<file path="src/psc_pkg.sv">
// Package for the transceiver special control and cable test register bank.
// Assumes a 16-bit register port addressed as {bank, byte offset}.
package psc_pkg;

    // Register word and address layout.
    localparam int REG_W = 16;
    localparam int ADDR_W = 16;
    localparam int BANK_LSB = 8;
    localparam int PORTS = 2;

    // Bank numbers: the switch view and the two transceiver views.
    localparam logic [7:0] BANK_SWITCH = 8'h2F;
    localparam logic [7:0] BANK_PHY [PORTS] = '{8'h31, 8'h33};

    // Offsets in the switch bank: a cable test and a control entry per port, then the shared interrupt status and mask.
    localparam logic [7:0] OFF_TEST [PORTS] = '{8'h00, 8'h04};
    localparam logic [7:0] OFF_CTRL [PORTS] = '{8'h02, 8'h06};
    localparam logic [7:0] OFF_IRQ_STAT = 8'h08;
    localparam logic [7:0] OFF_IRQ_MASK = 8'h0A;

    // Offsets in each transceiver bank.
    localparam logic [7:0] OFF_PHY_CTRL = 8'h00;
    localparam logic [7:0] OFF_PHY_STAT = 8'h04;

    // Special control/status field positions.
    localparam int SC_POL = 5;
    localparam int SC_XOVER = 4;
    localparam int SC_FORCE = 3;
    localparam int SC_PWR = 2;
    localparam int SC_LOOP = 1;

    // Cable test register field positions.
    localparam int CT_START = 15;
    localparam int CT_RES_LSB = 13;
    localparam int CT_SHORT = 12;
    localparam int CT_CNT_LSB = 0;

    // Transceiver control register field positions.
    localparam int PC_SHORT = 15;
    localparam int PC_RES_LSB = 13;
    localparam int PC_START = 12;
    localparam int PC_FORCE = 11;
    localparam int PC_PWR = 10;
    localparam int PC_LOOP = 9;
    localparam int PC_CNT_LSB = 0;

    // Transceiver status register field positions.
    localparam int PS_POL = 13;
    localparam int PS_XOVER = 7;

    // Control bits travel as {force, power save off, loopback}.
    localparam logic [2:0] CTRL_RESET = 3'h2;

    // Cable test result codes.
    typedef enum logic [1:0] {
        PSC_RES_NORMAL = 2'b00,
        PSC_RES_OPEN = 2'b01,
        PSC_RES_SHORT = 2'b10,
        PSC_RES_FAIL = 2'b11
    } psc_result_t;

    // Interrupt status layout: test done, polarity change, crossover change.
    localparam int EV_W = 6;
    localparam int EV_DONE_LSB = 0;
    localparam int EV_POL_LSB = 2;
    localparam int EV_XOVER_LSB = 4;

endpackage : psc_pkg

</file>
<file path="src/psc_port_if.sv">
// Interface between the register bank and one port's field storage.
// Assumes one instance per transceiver port, all on mclk.
`timescale 1ns/1ps
interface psc_port_if #(
    parameter int COUNT_W = 9
);
    logic ctrl_we;
    logic [2:0] ctrl_wd;
    logic [2:0] ctrl_q;
    logic start_we;
    logic busy;
    logic [1:0] result;
    logic short_q;
    logic [COUNT_W-1:0] count;
    logic done_evt;

    modport bank (output ctrl_we, output ctrl_wd, output start_we, input ctrl_q,
                  input busy, input result, input short_q, input count, input done_evt);
    modport ctrl (input ctrl_we, input ctrl_wd, output ctrl_q);
    modport test (input start_we, output busy, output result, output short_q,
                  output count, output done_evt);
endinterface : psc_port_if

</file>
<file path="src/psc_cable_test.sv">
// Cable diagnostic sequencer for one port: start bit, result capture.
// Assumes the transceiver answers each start pulse with one done pulse.
`timescale 1ns/1ps
module psc_cable_test
    import psc_pkg::*;
#(
    parameter int COUNT_W = 9
) (
    input wire logic mclk,
    input wire logic rst,
    input wire logic ce,
    psc_port_if.test pif,
    input wire logic phy_done,
    input wire logic [1:0] phy_result,
    input wire logic phy_short,
    input wire logic [COUNT_W-1:0] phy_count,
    output logic phy_start
);

    typedef enum logic [0:0] {
        PSC_CT_IDLE = 1'b0,
        PSC_CT_RUN = 1'b1
    } psc_ct_state_t;

    psc_ct_state_t state_q;
    logic take_start;
    logic take_done;

    // A start while running is ignored; software cannot abort a test.
    assign take_start = pif.start_we && (state_q == PSC_CT_IDLE);
    assign take_done = phy_done && (state_q == PSC_CT_RUN);
    assign pif.busy = (state_q == PSC_CT_RUN);

    // Busy holds from the start write until the transceiver reports done.
    always_ff @(posedge mclk or posedge rst) begin
        if (rst) begin
            state_q <= PSC_CT_IDLE;
            phy_start <= 1'b0;
            pif.done_evt <= 1'b0;
        end else if (ce) begin
            phy_start <= take_start;
            pif.done_evt <= take_done;
            unique case (state_q)
                PSC_CT_IDLE: begin
                    if (take_start) begin
                        state_q <= PSC_CT_RUN;
                    end
                end
                PSC_CT_RUN: begin
                    if (take_done) begin
                        state_q <= PSC_CT_IDLE;
                    end
                end
            endcase
        end
    end

    // Results are latched only at completion so a read after busy drops is stable.
    always_ff @(posedge mclk or posedge rst) begin
        if (rst) begin
            pif.result <= PSC_RES_NORMAL;
            pif.short_q <= 1'b0;
            pif.count <= '0;
        end else if (ce && take_done) begin
            pif.result <= phy_result;
            pif.short_q <= phy_short;
            pif.count <= phy_count;
        end
    end

endmodule : psc_cable_test

</file>
<file path="src/psc_ctrl_bits.sv">
// Shared storage for one port's force link, power saving and loopback bits.
// Assumes writes from either register view arrive already merged on ctrl_we.
`timescale 1ns/1ps
module psc_ctrl_bits
    import psc_pkg::*;
(
    input wire logic mclk,
    input wire logic rst,
    input wire logic ce,
    psc_port_if.ctrl pif
);

    // One flop per bit serves both views, so they can never disagree.
    always_ff @(posedge mclk or posedge rst) begin
        if (rst) begin
            pif.ctrl_q <= CTRL_RESET;
        end else if (ce && pif.ctrl_we) begin
            pif.ctrl_q <= pif.ctrl_wd;
        end
    end

endmodule : psc_ctrl_bits

</file>
<file path="src/psc_regs.sv">
// Register bank for the special control/status and cable test registers of
// two transceiver ports, with the transceiver-bank aliases and an interrupt.
// Assumes a single-cycle register port on mclk; reads answer one cycle later.
`timescale 1ns/1ps
module psc_regs
    import psc_pkg::*;
#(
    parameter int COUNT_W = 9
) (
    input wire logic mclk,
    input wire logic rst,
    input wire logic ce,
    input wire logic [ADDR_W-1:0] reg_addr,
    input wire logic [REG_W-1:0] reg_wdata,
    input wire logic reg_wr,
    input wire logic reg_rd,
    output logic [REG_W-1:0] reg_rdata,
    output logic irq,
    input wire logic [PORTS-1:0] polarity_reversed,
    input wire logic [PORTS-1:0] crossover_state,
    output logic [PORTS-1:0] force_link,
    output logic [PORTS-1:0] power_save_off,
    output logic [PORTS-1:0] near_loopback,
    output logic [PORTS-1:0] test_start,
    input wire logic [PORTS-1:0] test_done,
    input wire logic [2*PORTS-1:0] test_result,
    input wire logic [PORTS-1:0] test_short,
    input wire logic [PORTS*COUNT_W-1:0] test_count
);

    ////////////////////////////////////////////////////////////////////////////
    // Address decode.
    ////////////////////////////////////////////////////////////////////////////

    logic [7:0] addr_bank;
    logic [7:0] addr_off;
    logic in_switch;
    logic sel_irq_stat;
    logic sel_irq_mask;

    // The bank sits in the upper byte, the printed offset in the lower.
    assign addr_bank = reg_addr[ADDR_W-1:BANK_LSB];
    assign addr_off = reg_addr[BANK_LSB-1:0];
    assign in_switch = (addr_bank == BANK_SWITCH);
    assign sel_irq_stat = in_switch && (addr_off == OFF_IRQ_STAT);
    assign sel_irq_mask = in_switch && (addr_off == OFF_IRQ_MASK);

    ////////////////////////////////////////////////////////////////////////////
    // Status input history for change events.
    ////////////////////////////////////////////////////////////////////////////

    logic [PORTS-1:0] pol_q;
    logic [PORTS-1:0] xover_q;
    logic hist_ok_q;
    logic [PORTS-1:0] pol_chg;
    logic [PORTS-1:0] xover_chg;

    // Inputs are synchronous; one stage of history gives the change strobes.
    // The history is only trusted after one enabled edge, because the reset
    // value need not match the pin levels and would fake a change event.
    always_ff @(posedge mclk or posedge rst) begin
        if (rst) begin
            pol_q <= '0;
            xover_q <= '0;
            hist_ok_q <= 1'b0;
        end else if (ce) begin
            pol_q <= polarity_reversed;
            xover_q <= crossover_state;
            hist_ok_q <= 1'b1;
        end
    end

    // Change strobes, held off until the history holds real pin levels.
    assign pol_chg = hist_ok_q ? (pol_q ^ polarity_reversed) : '0;
    assign xover_chg = hist_ok_q ? (xover_q ^ crossover_state) : '0;

    ////////////////////////////////////////////////////////////////////////////
    // Per-port field storage and register words.
    ////////////////////////////////////////////////////////////////////////////

    logic [PORTS-1:0] sel_test;
    logic [PORTS-1:0] sel_ctrl;
    logic [PORTS-1:0] sel_phy_ctrl;
    logic [PORTS-1:0] sel_phy_stat;
    logic [PORTS-1:0] done_evt;
    logic [REG_W-1:0] word_test [PORTS];
    logic [REG_W-1:0] word_ctrl [PORTS];
    logic [REG_W-1:0] word_phy_ctrl [PORTS];
    logic [REG_W-1:0] word_phy_stat [PORTS];

    genvar g;
    generate
        for (g = 0; g < PORTS; g++) begin : port
            psc_port_if #(.COUNT_W(COUNT_W)) pif ();

            // Each port owns one switch-bank pair and one transceiver bank.
            assign sel_test[g] = in_switch && (addr_off == OFF_TEST[g]);
            assign sel_ctrl[g] = in_switch && (addr_off == OFF_CTRL[g]);
            assign sel_phy_ctrl[g] = (addr_bank == BANK_PHY[g])
                                     && (addr_off == OFF_PHY_CTRL);
            assign sel_phy_stat[g] = (addr_bank == BANK_PHY[g])
                                     && (addr_off == OFF_PHY_STAT);

            // Either view writes the same control flops; the field sits
            // at different bit positions in each view.
            assign pif.ctrl_we = reg_wr && (sel_ctrl[g] || sel_phy_ctrl[g]);
            assign pif.ctrl_wd = sel_ctrl[g]
                                 ? {reg_wdata[SC_FORCE], reg_wdata[SC_PWR],
                                    reg_wdata[SC_LOOP]}
                                 : {reg_wdata[PC_FORCE], reg_wdata[PC_PWR],
                                    reg_wdata[PC_LOOP]};

            // A written zero to the start bit has no effect: only hardware
            // clears it, so a stray write cannot fake a completed test.
            assign pif.start_we = reg_wr
                                  && ((sel_test[g] && reg_wdata[CT_START])
                                  || (sel_phy_ctrl[g] && reg_wdata[PC_START]));

            psc_ctrl_bits u_ctrl (
                .mclk(mclk),
                .rst(rst),
                .ce(ce),
                .pif(pif)
            );

            psc_cable_test #(.COUNT_W(COUNT_W)) u_test (
                .mclk(mclk),
                .rst(rst),
                .ce(ce),
                .pif(pif),
                .phy_done(test_done[g]),
                .phy_result(test_result[2*g +: 2]),
                .phy_short(test_short[g]),
                .phy_count(test_count[g*COUNT_W +: COUNT_W]),
                .phy_start(test_start[g])
            );

            // Control outputs come straight from the shared flops.
            assign force_link[g] = pif.ctrl_q[2];
            assign power_save_off[g] = pif.ctrl_q[1];
            assign near_loopback[g] = pif.ctrl_q[0];
            assign done_evt[g] = pif.done_evt;

            // Switch-bank special control/status word; upper bits are zero.
            assign word_ctrl[g] = {10'h000, polarity_reversed[g], crossover_state[g],
                                   pif.ctrl_q, 1'b0};

            // Switch-bank cable test word; bits 11 to 9 are zero.
            assign word_test[g] = {pif.busy, pif.result, pif.short_q, 3'h0,
                                   pif.count};

            // Transceiver control word: the same flops in a second layout.
            assign word_phy_ctrl[g] = {pif.short_q, pif.result, pif.busy, pif.ctrl_q,
                                       pif.count};

            // Transceiver status word shows the two live status inputs.
            assign word_phy_stat[g] = {2'h0, polarity_reversed[g], 5'h00,
                                       crossover_state[g], 7'h00};
        end
    endgenerate

    ////////////////////////////////////////////////////////////////////////////
    // Interrupt status and mask.
    ////////////////////////////////////////////////////////////////////////////

    logic [EV_W-1:0] irq_stat_q;
    logic [EV_W-1:0] irq_stat_d;
    logic [EV_W-1:0] irq_mask_q;
    logic [EV_W-1:0] irq_set;
    logic [EV_W-1:0] irq_clr;
    logic irq_d;

    // Events: test completion and any change of polarity or crossover.
    assign irq_set = {xover_chg, pol_chg, done_evt};

    // Write one to clear; a new event in the same cycle keeps its bit set.
    assign irq_clr = (reg_wr && sel_irq_stat) ? reg_wdata[EV_W-1:0] : '0;
    assign irq_stat_d = (irq_stat_q & ~irq_clr) | irq_set;
    assign irq_d = |(irq_stat_d & irq_mask_q);

    // The output is registered from the next status so it tracks the bits.
    always_ff @(posedge mclk or posedge rst) begin
        if (rst) begin
            irq_stat_q <= '0;
            irq <= 1'b0;
        end else if (ce) begin
            irq_stat_q <= irq_stat_d;
            irq <= irq_d;
        end
    end

    // The mask resets to all zero so nothing fires before software opts in.
    always_ff @(posedge mclk or posedge rst) begin
        if (rst) begin
            irq_mask_q <= '0;
        end else if (ce && reg_wr && sel_irq_mask) begin
            irq_mask_q <= reg_wdata[EV_W-1:0];
        end
    end

    ////////////////////////////////////////////////////////////////////////////
    // Read path.
    ////////////////////////////////////////////////////////////////////////////

    logic [REG_W-1:0] rd_mux;
    logic [REG_W-1:0] rd_ports;

    // Port words are ORed together; at most one select is ever high.
    always_comb begin
        rd_ports = '0;
        for (int i = 0; i < PORTS; i++) begin
            rd_ports = rd_ports
                       | ({REG_W{sel_test[i]}} & word_test[i])
                       | ({REG_W{sel_ctrl[i]}} & word_ctrl[i])
                       | ({REG_W{sel_phy_ctrl[i]}} & word_phy_ctrl[i])
                       | ({REG_W{sel_phy_stat[i]}} & word_phy_stat[i]);
        end
    end

    // Unmapped addresses read as zero.
    assign rd_mux = rd_ports
                    | ({REG_W{sel_irq_stat}} & {{(REG_W-EV_W){1'b0}}, irq_stat_q})
                    | ({REG_W{sel_irq_mask}} & {{(REG_W-EV_W){1'b0}}, irq_mask_q});

    // Read data stands only in the cycle after the strobe, zero in other enabled cycles.
    always_ff @(posedge mclk or posedge rst) begin
        if (rst) begin
            reg_rdata <= '0;
        end else if (ce) begin
            reg_rdata <= reg_rd ? rd_mux : '0;
        end
    end

endmodule : psc_regs

</file>
<file path="config.mk">
export PLATFORM = sky130hd
export DESIGN_NAME = psc_regs
export DESIGN_NICKNAME = d
export VERILOG_FILES = /design/src/psc_pkg.sv /design/src/psc_port_if.sv /design/src/psc_cable_test.sv /design/src/psc_ctrl_bits.sv /design/src/psc_regs.sv
export SDC_FILE = /design/constraint.sdc
export NUM_CORES = 1
export LEC_CHECK = 0
export BUFFER_PORTS_ARGS = -buffer_cell sky130_fd_sc_hd__buf_4
export CORE_ASPECT_RATIO = 1.5
export CORE_UTILIZATION = 48
export CTS_BUF_LIST = sky130_fd_sc_hd__clkbuf_8
export DETAILED_ROUTE_END_ITERATION = 10
export GPL_TIMING_DRIVEN = 1
export PLACE_DENSITY = 0.76
export SETUP_SLACK_MARGIN = 0.3
export SYNTH_ARGS = -nofsm -noshare
export SYNTH_HDL_FRONTEND = slang
export SYNTH_HIERARCHICAL = 1
export SYNTH_SLANG_ARGS = --single-unit
export TNS_END_PERCENT = 50
</file>
<file path="constraint.sdc">
create_clock -name mclk -period 1.46 [get_ports mclk]
set_input_delay 0.292 -clock mclk [delete_from_list [all_inputs] [get_ports mclk]]
set_output_delay 0.292 -clock mclk [all_outputs]
set_load 0.03 [all_outputs]
</file>
# == Word level (Yosys, flattened, before mapping) ==
# Cells that the tools add are included.
# word_totals
register_bits,70
input_bits,67
out_inout_bits,25
elab_cells,103
# op_classes
n_eq_ne,8
n_mux,12
n_bitwise,27
n_reduce_logical,35
# ops
op,count
bitwise OR 16 bit,9
AND 16 bit,4
AND 16 x 6 -> 16 bit,4
AND 16 x 14 -> 16 bit,2
logical AND 1 bit,29
== test 8 x 6 -> 1 bit (second input constant),3
== test 8 x 3 -> 1 bit (second input constant),2
== test 8 x 4 -> 1 bit (second input constant),2
2-to-1 mux 16 bit,1
AND 6 bit,2
== test 8 x 2 -> 1 bit (second input constant),1
zero test 8 bit,1
2-to-1 mux 3 bit,2
2-to-1 mux 6 bit,1
NOT 6 bit,1
bitwise OR 6 bit,1
OR reduction 6 bit,1
logical OR 1 bit,4
2-to-1 mux 1 bit,4
2-to-1 mux 2 bit,2
one-hot mux 1 bit (2 select lines),2
bitwise XOR 2 bit,2
NOT 1 bit,2

# == Depth between registers and ports, before layout ==
# depth
ltp_word,13
depth_mapped,8
ltp_nobuf,7

# == By module ==
# The synthesis kept the hierarchy.
# modules_own_cells
mod,n_inst,cells_per_inst,area_each_um2
psc_regs,1,238,2326.0
psc_cable_test,2,37,605.6
psc_ctrl_bits,2,8,131.4

# == Worst setup path before layout ==
# OpenSTA, ideal clock, no wires.
# synth_timing
path_type,input to register
startpoint,input reg_addr[15]
endpoint,register port[0].u_ctrl.pif.ctrl_q[0]
setup_time_ns,0.125
arrival_time_ns,1.854
t_required_ns,1.335
path_slack_ns,-0.519
path_stages,6
path_buffers,1
path_cell_list,nor4bb_1 buf_2 nand3_1 nor4_2 mux2_2 mux2_4
# synth_lines
item,line,source
from (decl),psc_regs.sv:13,"input wire logic [ADDR_W-1:0] reg_addr,"
== test 8 x 6 -> 1 bit,psc_regs.sv:44,assign in_switch = (addr_bank == BANK_SWITCH);
logical AND 1 bit,psc_regs.sv:98,assign sel_ctrl[g] = in_switch && (addr_off == OFF_CTRL[g]);
2-to-1 mux 3 bit,psc_regs.sv:108,"? {reg_wdata[SC_FORCE], reg_wdata[SC_PWR],"
named net port[0].pif.ctrl_wd[0],psc_port_if.sv:8,logic [2:0] ctrl_wd;
to (signal assigned),psc_ctrl_bits.sv:18,pif.ctrl_q <= pif.ctrl_wd;
to (decl),psc_port_if.sv:19,"modport ctrl (input ctrl_we, input ctrl_wd, output ctrl_q);"
# The timed path passes the listed nets, and every way through them passes these cells.
# A chain may end at the register's enable or synchronous reset.

# == Final worst setup path ==
# layout_timing
startpoint,input reg_addr[6]
endpoint,register port[1].u_test.state_q
# layout_via
elab_chain_cells,8
# layout_lines
item,line,source
== test 8 x 3 -> 1 bit or zero test 8 bit (tied branches),"psc_regs.sv:97, psc_regs.sv:100",
"logical AND 1 bit, on equally long branches","psc_regs.sv:97, psc_regs.sv:100",
"logical AND 1 bit, on equally long branches","psc_regs.sv:116, psc_regs.sv:117",
logical OR 1 bit (*),psc_regs.sv:117,|| (sel_phy_ctrl[g] && reg_wdata[PC_START]));
logical AND 1 bit (*),psc_regs.sv:116,&& ((sel_test[g] && reg_wdata[CT_START])
named net port[1].pif.start_we,psc_port_if.sv:10,logic start_we;
logical AND 1 bit (*),psc_cable_test.sv:30,assign take_start = pif.start_we && (state_q == PSC_CT_IDLE);
2-to-1 mux 1 bit (*),psc_cable_test.sv:45,if (take_start) begin
one-hot mux 1 bit (2 select lines) (*),psc_cable_test.sv:43,unique case (state_q)
to (signal assigned),psc_cable_test.sv:37,state_q <= PSC_CT_IDLE;
to (signal assigned),psc_cable_test.sv:46,state_q <= PSC_CT_RUN;
to (signal assigned),psc_cable_test.sv:51,state_q <= PSC_CT_IDLE;
to (decl),psc_cable_test.sv:25,psc_ct_state_t state_q;
# Mark *: on every way through the listed nets, which the timed path passes. The rest lies on a longest branch.

==> metrics.md <==
| Metric | Value |
|---|---|
| Status | finished with violations |
| Failing checks | DRC, setup timing |
| Max-slew violations | 0 |
| Port bufs | 86 |
| Setup TNS Final | -8353 ps |
| Worst-Margin Slew | 443.8 ps |
| Ranking of synthesized cells by area | dfrtp_1, mux2_4, mux2_2 |
| Setup-failing EPs final | 39 |
| Core area | 7661 um^2 |
| Vias post-DR | 3763 |
| Detailed Place HPWL | 8453 um |
| FFs w/ async S/R, synth | 100.0% |
| Max Cap Viol | 0 |
| Die Y | 111.0 um |
| Met2 Wirelength | 7284 um |
| Hold/Removal Path Class | in2reg |
| Initial core utilization | 49.60% |
| Synth-to-Final Area Change | 60.49% |
| Via density | 6.050 |
| Crit Path Class | in2reg |
| Unique masters post-synth | 57 |
| TritonCTS clock tree | yes |
| Post-route ant nets | 0 |
| Number of diodes | 0 |
| Mapped cell area | 3800 um^2 |
| Post-DR wirelength/cell | 23.02 um |
| Fin crit period | 1871 ps |
| DRT met1 WL | 5223 um |
| RR Endpoint | irq |
| Leak | 2.970 nW |
| Reg2reg path depth | 5 |
| Syn nets | 395 |
| Final period util | 128.2% |
| Die area | 8283 um^2 |
| Power per cell area | 668.3 nW/um^2 |
| Setup WS pre-CTS | -693.5 ps |
| Largest area contributor in the netlist | dfrtp_1 |
| Filler instances | 438 |
| Routed WL | 14320 um |
| Gr usage total | 31.84% |
| Hold Path Origin | test_done[0] |
| Maximum vdd drop | 0.7852 mV |
| # DRC | 2 |
| Crit Reg-Reg Startpoint | pol_q[0] |
| Ratio of cells with drive above 1 in the final layout | 62.12% |
| Placed Instances | 576 |
| Startpoint type of the worst setup path | primary input |
| H-tree depth | 3 |
| Root Buffer | clkbuf_8 |
| Clk slew on worst S/H paths | 80 ps |
| Hold path endpoint | port[0].u_test/pif.busy |
| Sink Count | 70 |
| Post-synth top area share | 44.78% |
| Non-Filler Instances | 622 |
| Seq/Total Area, Yosys | 46.16% |
| DR top layer | met4 |
| Max Freq | 0.5344 GHz |
| Vias in the first global route | 3813 |
| Crit end category | flop |
| Gpl congestion | 0.9098 |
| Syn Inst Count | 328 |
| DRT Pass-1 Iters | 7 |
| Design Area, Final | 6098 um^2 |
| Area after DPL | 5095 um^2 |
| R2r setup slk | -170 ps |
| Warnings from Yosys | 6 |
| Congestion Overflow GR | 0 |
| Setup ws final | -411.1 ps |
| TritonCTS Buffers | 9 |
| Clock skew | 11.36 ps |
| Synth Register Bits | 70 |
| Io pins | 92 |
| Die Wd | 74.65 um |
| Fin nets | 582 |
| First DRT Iteration DRCs | 280 |
| Final Hold Viols | 0 |
| Synth Flop Type | dfrtp_1 |
| Max Buffers Root-to-Sink | 2 |
| Slew margin rel. | 69.56% |
| Number of synthesized flops with an enable pin | 0 |
| Floorplan row count | 39 |
| Clk_lat worst skew | 380 ps |
| RSZ-0062 raised after global routing | true |
| Worst-path maximum fanout | 5 |
| Min-Delay Path Depth | 2 |
| WP data arrival | 2140 ps |
| Initial antenna violation count | 0 |
| Met3 routed WL | 675 um |
| Largest net degree at the start of global routing | 21 |
| Req. time, crit path | 1730 ps |
| Syn avg cell area | 11.59 um^2 |
| First-pass GRT wire length | 19350 um |
## critical path: stages
cell	delay [ps]
buf_8	100
or4_4	590
nor4_2	260
and3_1	230
buf_4	120
a22oi_2	50
nor2b_2	140
a21oi_1	100
a31oi_1	240
## synth_stat cells (4+ instances only)
cell type / count
a21oi_1: 10
a221oi_1: 4
a22o_1: 8
a22oi_1: 9
a31oi_1: 5
a32o_1: 4
buf_2: 4
clkbuf_1: 5
dfrtp_1: 68
inv_1: 12
mux2_2: 22
mux2_4: 24
mux2i_1: 10
nand2_1: 24
nand2_2: 5
nand3_1: 13
nor2_1: 11
nor2b_1: 9
o21a_1: 4
o21ai_0: 11
o2bb2ai_1: 6
xor2_1: 4
## kinds of logic after synthesis
family	share of synthesized area, %
buffers and inverters	3.194
DFF	46.16
muxes	18.64
AOI/OAI and AO/OA	14.49
xor gates and xnor gates	0.9219
and+or+nand+nor	16.59
## state kept, by name (all words and copies together) (netlist names)
name                      count
hist_ok_q                     1
irq                           1
irq_mask_q                    6
irq_stat_q                    6
pol_q                         2
port.u_ctrl/pif.ctrl_q        6
port.u_test/phy_start         2
port.u_test/pif.busy          2
port.u_test/pif.count        18
port.u_test/pif.done_evt      2
port.u_test/pif.result        4
port.u_test/pif.short_q       2
reg_rdata                    16
xover_q                       2
## layer usage
metal	vias up	GRT usage [%]
met5	-	0
met1	1867	36.02
met4	0	19.62
li1	1602	-
met2	191	52.73
met3	103	6.909
## cell usage in the layout (no fill, tap or decap), types with 6 or more instances in the layout
cell / n
buf_4: 134
dfrtp_1: 63
buf_6: 47
mux2_4: 33
nand2_1: 21
mux2_2: 13
inv_1: 12
mux2i_1: 10
clkbuf_8: 9
nor2_1: 8
nand3_2: 8
a22o_1: 8
o21ai_0: 8
nor2b_1: 7
a21oi_1: 6
## power breakdown
group	switching (mW)	internal (mW)
sequential	0.0174	1.96
combinational	0.296	0.287
clock	0.879	0.637
## how the worst max path moves through the flow
stage	from	end	slack, ps	cells after the start
final	reg_addr[6]	port[1].u_test/pif.busy	-410	9
after global routing	reg_addr[6]	port[1].u_test/pif.busy	-460	9
after CTS	reg_addr[14]	port[0].u_ctrl/pif.ctrl_q[0]	-300	8
after detailed placement	reg_addr[5]	port[1].u_ctrl/pif.ctrl_q[2]	-690	7
after global placement	reg_addr[15]	port[0].u_ctrl/pif.ctrl_q[2]	-690	8
after floorplan	reg_addr[15]	port[1].u_ctrl/pif.ctrl_q[0]	-440	6
## layout make-up
class / instances / area (um^2) / area share [%]
flip-flops and latches: 70 / 1760 / 28.87
multi-input cells: 233 / 2298 / 37.69
inverters: 12 / 45.04 / 0.7386
well taps: 102 / 127.6 / 2.093
repair buffers: 189 / 1688 / 27.68
clock buffers: 9 / 123.9 / 2.031
clock inverters: 7 / 55.05 / 0.9027
## stage by stage
| stage | utilization (%) | hold WS [ps] | total power, mW |
|---|---|---|---|
| after floorplan | - | 44.92 | 2.183 |
| after global placement | 66.50 | 208.5 | 2.495 |
| after detailed placement | 66.50 | 213.1 | 2.506 |
| after CTS | 74.93 | 113.8 | 3.999 |
| after global routing | 79.60 | 118.3 | 4.213 |
| final | 79.60 | 117.2 | 4.075 |
## what timing repair did
action | CTS | global route
resized for setup | 78 | 52
buffers inserted | 15 | 12
cloned | 2 | 0
endpoints found under the setup margin | 88 | 88
pin swaps | 28 | 35
hold buffers | 1 | 0
endpoints found under the hold margin | 44 | 0
(Power assumes the default switching activity.)
